`src/include/fb_glue_pkg.sv`:
```
// Shared constants and carrier types for the frame-buffer glue logic.
// Assumes one system clock; all slower rates are enables derived from it.
package fb_glue_pkg;

	// Pixel ticks per memory cycle (two controller clocks, two pixels each).
	localparam int unsigned PHASES_PER_CYCLE = 4;
	localparam logic [1:0]  PH_ADDR0         = 2'h0;
	localparam logic [1:0]  PH_ADDR1         = 2'h1;
	localparam logic [1:0]  PH_DATA0         = 2'h2;
	localparam logic [1:0]  PH_DATA1         = 2'h3;

	// Address and data widths of the controller bus and the DRAM array.
	localparam int unsigned LOW_ADDR_W   = 16;
	localparam int unsigned UP_ADDR_W    = 4;
	localparam int unsigned ATTR_W       = 20;
	localparam int unsigned DRAM_ADDR_W  = 8;
	localparam int unsigned WORD_W       = 16;
	localparam int unsigned BANKS        = 4;
	localparam int unsigned BANK_SEL_W   = 2;
	localparam int unsigned READ_W       = 64;

	// Field positions inside the latched low address.
	localparam int unsigned ROW_LSB      = 8;
	localparam int unsigned COL_LSB      = 0;
	localparam int unsigned BANK_LSB     = 0;

	// Pixel planes and serializer depth.
	localparam int unsigned PLANES       = 8;
	localparam int unsigned SHIFT_DEPTH  = 8;

	// Default clock divider from clk to the pixel rate.
	localparam int unsigned PIX_DIV_DEF  = 6;

	// Reset values.
	localparam logic [LOW_ADDR_W-1:0] ADDR_RST  = 16'h0000;
	localparam logic [ATTR_W-1:0]     ATTR_RST  = 20'h00000;
	localparam logic [BANKS-1:0]      WE_N_RST  = 4'hF;

	// Status pins of the controller, grouped as they arrive.
	typedef struct packed {
		logic addr_strobe_n;
		logic mem_cycle_phase;
		logic mem_read_flag;
		logic draw_n;
		logic char_access_flag;
		logic hsync_n;
	} ctrl_status_t;

	// One pixel: two bits each of intensity, blue, green and red.
	typedef struct packed {
		logic [1:0] intensity;
		logic [1:0] blue;
		logic [1:0] green;
		logic [1:0] red;
	} pixel_t;

	// DRAM strobes and address toward the array.
	typedef struct packed {
		logic                   ras_n;
		logic                   cas_n;
		logic                   row_col;
		logic [DRAM_ADDR_W-1:0] addr;
	} dram_ctl_t;

endpackage : fb_glue_pkg
```
`src/core/frame_buffer_glue_logic.sv`:
```
// Glue logic between a CRT controller's multiplexed bus and a four-bank DRAM.
// Assumes controller pins and DRAM read data are asynchronous to clk.
//
// Functional notes
// Controller shows the 20-bit attribute word in the last cycle before line sync.
// Under horizontal zoom only the first display cycle of a group is real.
// Unused top raster bit is driven as 0 during character data phases.
// Character address phases carry the raster pointer bits 4 to 7 on upper lines.
// A draw address is 20 bits; glue captures it and applies it to memory.
// Draw address phase keeps clock, phase, strobe, draw and character low.
// A draw address phase is followed by a read or a write data phase.
// The no-draw dummy pair leaves memory unchanged.
// Low 16 address bits are captured while the address strobe is active.
// Latched address splits into 8-bit row and column by a row/column select.
// Two low address bits decode one bank write enable, only on writes.
// In dual access mode 1 write only when read flag and draw are low.
// Drawing reads pick one 16-bit word of 64 by the two low address bits.
// Read mux enabled for draw, read and graphics, timed by column strobe.
// Display reads load 64 bits into eight 8-bit shifters, shifted per pixel.
// Load is asserted so the group's last pixel edge reloads the shifters.
// Memory cycles every two controller clocks; pixel clock is twice controller.
// Each display cycle reads four 16-bit words from four banks.
// Each pixel carries two bits each of red, green, blue and intensity.
// Shift load is inhibited during drawing and dummy cycles.
// Dummy cycles are told apart by a strobe-set, cycle-end-cleared flag.
// Attribute latch captures at every cycle end while line sync is low.
// The bank write enable is asserted before the column strobe falls.
// Read word drives the controller only in drawing read data phases.
`timescale 1ns/1ps

module frame_buffer_glue_logic
	import fb_glue_pkg::*;
#(
	parameter int unsigned PIX_DIV       = PIX_DIV_DEF,
	parameter bit          HAS_CHAR_MEM  = 1'b1
) (
	input  wire logic                   clk,
	input  wire logic                   rst,
	input  wire logic [LOW_ADDR_W-1:0]  muxed_addr_data_lines,
	input  wire logic [UP_ADDR_W-1:0]   upper_addr_lines,
	input  wire ctrl_status_t           ctrl_status,
	input  wire logic                   dual_access_mode1,
	input  wire logic [READ_W-1:0]      dram_rdata,
	output logic                        controller_clock,
	output logic [LOW_ADDR_W-1:0]       muxed_addr_data_out,
	output logic                        muxed_addr_data_oe,
	output dram_ctl_t                   dram_ctl,
	output logic [BANKS-1:0]            bank_we_n,
	output logic [WORD_W-1:0]           dram_wdata,
	output logic                        dram_wdata_oe,
	output logic [UP_ADDR_W-1:0]        upper_addr_q,
	output logic [ATTR_W-1:0]           attr_word,
	output pixel_t                      pixel_out
);

	localparam int unsigned DIV_W = $clog2(PIX_DIV + 1);
	localparam logic [DIV_W-1:0] DIV_LAST = DIV_W'(PIX_DIV - 1);

	// Two-stage synchronisers for every pin from the controller and the DRAM.
	logic [LOW_ADDR_W-1:0] mad_s1_reg, mad_reg;
	logic [UP_ADDR_W-1:0]  up_s1_reg, up_reg;
	ctrl_status_t          st_s1_reg, st_reg;
	logic                  dam_s1_reg, dam_reg;
	logic [READ_W-1:0]     rd_s1_reg, rd_reg;

	always_ff @(posedge clk) begin
		if (rst) begin
			mad_s1_reg <= '0;
			mad_reg    <= '0;
			up_s1_reg  <= '0;
			up_reg     <= '0;
			st_s1_reg  <= '1;
			st_reg     <= '1;
			dam_s1_reg <= 1'b0;
			dam_reg    <= 1'b0;
			rd_s1_reg  <= '0;
			rd_reg     <= '0;
		end else begin
			mad_s1_reg <= muxed_addr_data_lines;
			mad_reg    <= mad_s1_reg;
			up_s1_reg  <= upper_addr_lines;
			up_reg     <= up_s1_reg;
			st_s1_reg  <= ctrl_status;
			st_reg     <= st_s1_reg;
			dam_s1_reg <= dual_access_mode1;
			dam_reg    <= dam_s1_reg;
			rd_s1_reg  <= dram_rdata;
			rd_reg     <= rd_s1_reg;
		end
	end

	// Pixel-rate enable from a divider on clk.
	logic [DIV_W-1:0] div_reg;
	logic             pix_en;

	always_ff @(posedge clk) begin
		if (rst) begin
			div_reg <= '0;
		end else if (div_reg == DIV_LAST) begin
			div_reg <= '0;
		end else begin
			div_reg <= div_reg + DIV_W'(1);
		end
	end

	assign pix_en = (div_reg == DIV_LAST);

	// Memory cycle phase: four pixel ticks, two controller clocks per cycle.
	logic [1:0] phase_reg;
	logic       cycle_end;

	always_ff @(posedge clk) begin
		if (rst) begin
			phase_reg <= PH_ADDR0;
		end else if (pix_en) begin
			phase_reg <= phase_reg + 2'h1;
		end
	end

	assign cycle_end = pix_en && (phase_reg == PH_DATA1);

	// Controller clock toggles once per pixel tick, so it runs at half pixel rate.
	always_ff @(posedge clk) begin
		if (rst) begin
			controller_clock <= 1'b0;
		end else if (pix_en) begin
			controller_clock <= ~phase_reg[0];
		end
	end

	// Address latch: follows the bus while the strobe is low, holds otherwise.
	logic [LOW_ADDR_W-1:0] addr_reg;

	always_ff @(posedge clk) begin
		if (rst) begin
			addr_reg     <= ADDR_RST;
			upper_addr_q <= '0;
		end else if (!st_reg.addr_strobe_n) begin
			addr_reg     <= mad_reg;
			upper_addr_q <= up_reg;
		end
	end

	// Valid flag: set by the strobe, cleared at cycle end; strobe wins a tie.
	logic valid_reg;

	always_ff @(posedge clk) begin
		if (rst) begin
			valid_reg <= 1'b0;
		end else if (!st_reg.addr_strobe_n) begin
			valid_reg <= 1'b1;
		end else if (cycle_end) begin
			valid_reg <= 1'b0;
		end
	end

	// Phase-derived strobes and address mux toward the DRAM array.
	logic in_data_phase;
	logic cas_phase;

	assign in_data_phase = phase_reg[1];
	assign cas_phase     = (phase_reg == PH_DATA1);

	always_ff @(posedge clk) begin
		if (rst) begin
			dram_ctl.ras_n   <= 1'b1;
			dram_ctl.cas_n   <= 1'b1;
			dram_ctl.row_col <= 1'b1;
			dram_ctl.addr    <= '0;
		end else begin
			dram_ctl.ras_n   <= !(valid_reg && (phase_reg != PH_ADDR0));
			dram_ctl.cas_n   <= !(valid_reg && cas_phase);
			dram_ctl.row_col <= !in_data_phase;
			if (!in_data_phase) begin
				dram_ctl.addr <= addr_reg[ROW_LSB +: DRAM_ADDR_W];
			end else begin
				dram_ctl.addr <= addr_reg[COL_LSB +: DRAM_ADDR_W];
			end
		end
	end

	// Write qualification; dummy pairs carry a high read flag and never write.
	logic                  write_ok;
	logic [BANK_SEL_W-1:0] bank_sel;

	assign bank_sel = addr_reg[BANK_LSB +: BANK_SEL_W];
	assign write_ok = dam_reg ? (!st_reg.mem_read_flag && !st_reg.draw_n)
	                          : !st_reg.mem_read_flag;

	// Per-bank write enable decode, asserted from the first data tick on.
	genvar b;
	generate
		for (b = 0; b < BANKS; b++) begin : g_bank_we
			always_ff @(posedge clk) begin
				if (rst) begin
					bank_we_n[b] <= WE_N_RST[b];
				end else begin
					bank_we_n[b] <= !(valid_reg && in_data_phase && write_ok
					                  && (bank_sel == BANK_SEL_W'(b)));
				end
			end
		end
	endgenerate

	// Write data is driven to all banks only while a write is under way.
	always_ff @(posedge clk) begin
		if (rst) begin
			dram_wdata    <= '0;
			dram_wdata_oe <= 1'b0;
		end else begin
			dram_wdata    <= mad_reg;
			dram_wdata_oe <= valid_reg && in_data_phase && write_ok;
		end
	end

	// Read mux enable: draw, read, graphics, gated by the column strobe phase.
	logic rd_en;

	assign rd_en = valid_reg && cas_phase && !st_reg.draw_n && st_reg.mem_read_flag
	               && !(HAS_CHAR_MEM && st_reg.char_access_flag);

	// 64:16 word select; the path is released outside drawing reads.
	always_ff @(posedge clk) begin
		if (rst) begin
			muxed_addr_data_out <= '0;
			muxed_addr_data_oe  <= 1'b0;
		end else begin
			muxed_addr_data_out <= rd_reg[bank_sel*WORD_W +: WORD_W];
			muxed_addr_data_oe  <= rd_en;
		end
	end

	// Attribute latch: every cycle end while line sync is low; last one stays.
	always_ff @(posedge clk) begin
		if (rst) begin
			attr_word <= ATTR_RST;
		end else if (cycle_end && !st_reg.hsync_n) begin
			attr_word <= {up_reg, mad_reg};
		end
	end

	// Shift load for every strobed non-draw cycle, read or write, on the group's last pixel edge.
	logic load_now;

	assign load_now = cycle_end && valid_reg && st_reg.draw_n;

	logic [PLANES-1:0] pix_bits;

	pixel_serializer #(
		.N_PLANES (PLANES),
		.DEPTH    (SHIFT_DEPTH)
	) u_serializer (
		.clk      (clk),
		.rst      (rst),
		.pix_en   (pix_en),
		.load     (load_now),
		.par_in   (rd_reg),
		.pix_bits (pix_bits)
	);

	// Registered pixel, two bits per colour component.
	always_ff @(posedge clk) begin
		if (rst) begin
			pixel_out <= '0;
		end else if (pix_en) begin
			pixel_out <= pixel_t'(pix_bits);
		end
	end

endmodule : frame_buffer_glue_logic

```
`src/core/pixel_serializer.sv`:
```
// Parallel-load shift registers that turn a 64-bit display read into pixels.
// Assumes load and pix_en are one-cycle enables on clk from the caller.
`timescale 1ns/1ps

module pixel_serializer
	import fb_glue_pkg::*;
#(
	parameter int unsigned N_PLANES = PLANES,
	parameter int unsigned DEPTH    = SHIFT_DEPTH
) (
	input  wire logic                      clk,
	input  wire logic                      rst,
	input  wire logic                      pix_en,
	input  wire logic                      load,
	input  wire logic [N_PLANES*DEPTH-1:0] par_in,
	output logic      [N_PLANES-1:0]       pix_bits
);

	// One shift register per bit plane; load wins over shift on a pixel tick.
	genvar p;
	generate
		for (p = 0; p < N_PLANES; p++) begin : g_plane
			logic [DEPTH-1:0] shreg_reg;
			always_ff @(posedge clk) begin
				if (rst) begin
					shreg_reg <= '0;
				end else if (pix_en && load) begin
					shreg_reg <= par_in[p*DEPTH +: DEPTH];
				end else if (pix_en) begin
					shreg_reg <= {shreg_reg[DEPTH-2:0], 1'b0};
				end
			end
			assign pix_bits[p] = shreg_reg[DEPTH-1];
		end
	endgenerate

endmodule : pixel_serializer

```
`config.mk`:
```
export PLATFORM = sky130hd
export DESIGN_NAME = frame_buffer_glue_logic
export DESIGN_NICKNAME = d
export VERILOG_FILES = /design/src/include/fb_glue_pkg.sv /design/src/core/frame_buffer_glue_logic.sv /design/src/core/pixel_serializer.sv
export SDC_FILE = /design/constraint.sdc
export NUM_CORES = 1
export LEC_CHECK = 0
export BUFFER_PORTS_ARGS = -buffer_cell sky130_fd_sc_hd__buf_2
export CAP_MARGIN = 10
export CORE_ASPECT_RATIO = 0.5
export CORE_MARGIN = 4
export CORE_UTILIZATION = 60
export DETAILED_ROUTE_END_ITERATION = 12
export HOLD_SLACK_MARGIN = 0.06
export PLACE_DENSITY = 0.81
export SLEW_MARGIN = 20
export SYNTH_ARGS = -nofsm -noshare
export SYNTH_HDL_FRONTEND = slang
export SYNTH_SLANG_ARGS = --single-unit
```
`constraint.sdc`:
```
create_clock -name clk -period 3.2 [get_ports clk]
set_input_delay 0.64 -clock clk [delete_from_list [all_inputs] [get_ports clk]]
set_output_delay 0.64 -clock clk [all_outputs]
set_load 0.1 [all_outputs]
```
==> reports/results.ini <==
[timing]
finalWorstPathRequiredPeriod_ns=2.29
report.final.slew_viol_count=0
min_period_over_period_pct=71.4
final-hold-violation-count=0
rsz_0062_raised_after_global_routing=false
maxClockFrequency_ghz=0.438
final-setup-viol-count=0
maxSlewHeadroom_pct=36.0
fin_tns_setup_ns=0
worst_pin_slew_ns=0.959
hold-worst-slack_ns=0.298
finalClockSkew_ns=0.0209

[synth]
synth_flop_cell=sky130_fd_sc_hd__dfxtp_1
yosys.cell_types.count=32
yosys.area_share.adder_pct=0.443
post_synth_mux_area_share_pct=5.68
ys_ff_latch=347
yosysMostFrequentCell=sky130_fd_sc_hd__dfxtp_1
yosys_top_cell_area_share_pct=61.5
postSynthCellCount=1053
average_footprint_of_a_synthesized_cell_sq_um=10.7
synth_largest_area_cell=sky130_fd_sc_hd__dfxtp_1
synth_top_family_by_area=simple AND/OR/NAND/NOR gates
yosys_warnings=0
async_reset_ff_share_pct=0
synth-seq-area-share_pct=61.5
post_synth_most_frequent_cells=sky130_fd_sc_hd__dfxtp_1 (347), sky130_fd_sc_hd__nor2b_1 (202), sky130_fd_sc_hd__nand2_1 (157)
yosys.area_share.simple_pct=22.3
synth_area_leaders=sky130_fd_sc_hd__dfxtp_1 (62%), sky130_fd_sc_hd__nor2b_1 (11%), sky130_fd_sc_hd__nand2_1 (5.2%)
synth_xor_xnor_area_share_pct=0.155
synth_enable_flop_cells=0
share_of_the_synthesized_area_in_compound_gates_ao_oa_aoi_oai_pct=6.02
syn-num-nets=1150
syn-cell-area_sq_um=11300

[setup_path]
cp.arrival_ns=2.69
critPathRequiredTime_ns=3.61
path_max_fanout=36
timing.critical_path.from_type=register
reg2reg_from=phase_reg[1]
setup.worst_path.class=register to register
rr_endpoint=u_serializer.g_plane[5].shreg_reg[3]
timing.critical_path.to_type=register
timing.reg2reg.worst_path_depth=6
worstSetupEndpoint=u_serializer.g_plane[5].shreg_reg[3]
ff2ff_setup_slack_ns=0.91
worst_setup_path_start=phase_reg[1]

[drt]
detailroute.via_count=7553
dr.first_iter.drc_count=450
remaining_drc_errors=0
postRouteWirelength_mm=23.5
detail_route.vias_per_cell=5.17
drtAntennaViolNets=0
wl_per_instance_um=16.1
first_pass_iters=5

[clocking]
cts.clk_slew.worst_paths_ns=0.07
numCtsBuffers=28
postCtsSetupRepairBufs=0
clock_tree.root_cell=sky130_fd_sc_hd__clkbuf_16
cts_buffer_depth=3
cts_max_level=1
post_cts_resize_count=0
postCtsHoldBufs=0
cts_tree=done
clock_latency_ns=0.54
numClockSinks=347

[cells_and_area]
regArea_sq_um=6950
finish.instance_area_sq_um=13200
drive_gt1_share_pct=21.7
nets=1281
area_used_by_multi_input_combinational_logic_sq_um=3920
area_growth_from_synthesis_to_layout_pct=17.1
stdcell_count=1462
fillerInstances=1276

[power]
power.share.clock_pct=43.2
switching_part_of_the_total_power_pct=20.8
power_report.internal_total_w=0.00681
ir_worst_vdd_v=0.000498
p_comb_share_pct=4.6
leakage_nw=5.33
power.share.sequential_pct=52.3
p_per_area_nw_per_um2=651
switching_power_w=0.00179

[die]
fp.coreArea_sq_um=18400
fp.dieH_um=105
die_width_um=202
initial_utilization_pct=61.2
total_i_o_pin_count=175
rows=35
dieArea_sq_um=21200

[placement]
place_congestion=0.793
io_buffer_count=173
dpl.cell_count=1413
detailed_place_hpwl_mm=15.3
dpl_cell_area_sq_um=12200

[outcome]
result_of_the_run=completed

[worst_hold_path]
worstHoldPathType=input pin to register

[global_route]
globalRouteOverflowTotal=0
grt_usage_pct=21.4
largest_net_degree_at_the_start_of_global_routing=139
first_global_vias=7299
number_of_antenna_violations_at_the_first_check_in_global_routing=1
grt_pass1_wl_mm=37.3

[job]
max_cap_viol=0

==> metrics by stage <==
stage,total power (W),utilization [%],setup WS (ns)
detailed placement,0.00499,66.3,0.926
CTS,0.00867,71.7,0.920
floorplan,0.00486,-,1.04
global route,0.00890,71.7,0.803
finish,0.00861,71.7,0.914
global placement,0.00498,66.3,0.978
==> cell families (layout without fill, tap and decap cells) <==
family	count (synthesis)	in the layout
and+or+nand+nor	474	474
DFF	347	347
AOI/OAI and AO/OA	95	95
buffers and inverters	87	236
muxes	44	44
adders and majority gates	4	4
xor gates and xnor gates	2	2
other	0	1
==> power groups by stage <==
stage,clock (W),sequential [W],combinational [W]
2_1_floorplan,0,0.00466,0.000193
3_3_place_gp,0,0.00459,0.000388
3_5_place_dp,0,0.00459,0.000394
4_1_cts,0.00378,0.00450,0.000397
5_1_grt,0.00397,0.00451,0.000426
6_report,0.00372,0.00450,0.000394
==> area by class of cell <==
cell class / count / share of cell area (%)
inverters: 3 / 0.0852
clock buffers: 37 / 6.02
clock inverters: 11 / 1.58
well taps: 259 / 2.45
repair buffers: 185 / 7.67
diodes: 1 / 0.0189
flip-flops and latches: 347 / 52.5
multi-input cells: 619 / 29.6
==> worst max-delay path, cell delays in order, from the launching register on <==
cell and delay (ns):
sky130_fd_sc_hd__dfxtp_1 0.31, sky130_fd_sc_hd__buf_4 0.23, sky130_fd_sc_hd__ha_1 0.27, sky130_fd_sc_hd__and4_4 0.44
sky130_fd_sc_hd__and2_2 0.49, sky130_fd_sc_hd__buf_12 0.26, sky130_fd_sc_hd__o211ai_1 0.14
==> layout by cell type (no fill, tap or decap), types with 2 or more instances in the layout <==
cell type and count:
sky130_fd_sc_hd__nand2_1 157, sky130_fd_sc_hd__dfxtp_1 346, sky130_fd_sc_hd__buf_4 8, sky130_fd_sc_hd__nand2b_1 3, sky130_fd_sc_hd__nor2_1 32, sky130_fd_sc_hd__clkbuf_8 5
sky130_fd_sc_hd__mux2i_1 28, sky130_fd_sc_hd__nand3b_1 2, sky130_fd_sc_hd__ha_1 4, sky130_fd_sc_hd__buf_12 4, sky130_fd_sc_hd__nor2b_1 202, sky130_fd_sc_hd__mux4_2 16
sky130_fd_sc_hd__a21oi_1 21, sky130_fd_sc_hd__nand3_1 2, sky130_fd_sc_hd__clkinv_2 4, sky130_fd_sc_hd__inv_1 3, sky130_fd_sc_hd__bufinv_16 6, sky130_fd_sc_hd__xnor2_1 2
sky130_fd_sc_hd__clkbuf_1 4, sky130_fd_sc_hd__o211ai_1 56, sky130_fd_sc_hd__and4b_1 2, sky130_fd_sc_hd__a22o_1 16, sky130_fd_sc_hd__or2_2 10, sky130_fd_sc_hd__buf_2 172
sky130_fd_sc_hd__nand4_1 56, sky130_fd_sc_hd__clkbuf_16 29
==> per-layer routing <==
| metal | part of all wire (%) | vias to the layer above | GRT usage (%) | wire (um) |
|---|---|---|---|---|
| met5 | 0 | - | 0 | 0 |
| met4 | 1.6 | 0 | 4.39 | 374 |
| met3 | 7.5 | 36 | 6.45 | 1770 |
| met2 | 46 | 198 | 34.7 | 10900 |
| met1 | 45 | 3572 | 28.9 | 10500 |
| li1 | - | 3747 | - | - |
==> how the worst min path moves through the flow <==
stage / depth (start not counted) / slack, ns / end / start
global route: 2 / 0.28 / st_s1_reg[1] / ctrl_status[1]
CTS: 2 / 0.28 / st_s1_reg[3] / ctrl_status[3]
global placement: 1 / 0.39 / muxed_addr_data_oe / st_reg[1]
finish: 2 / 0.30 / st_s1_reg[3] / ctrl_status[3]
detailed placement: 1 / 0.39 / muxed_addr_data_oe / st_reg[1]
floorplan: 1 / 0.38 / muxed_addr_data_oe / st_reg[1]
(Power assumes the default switching activity.)
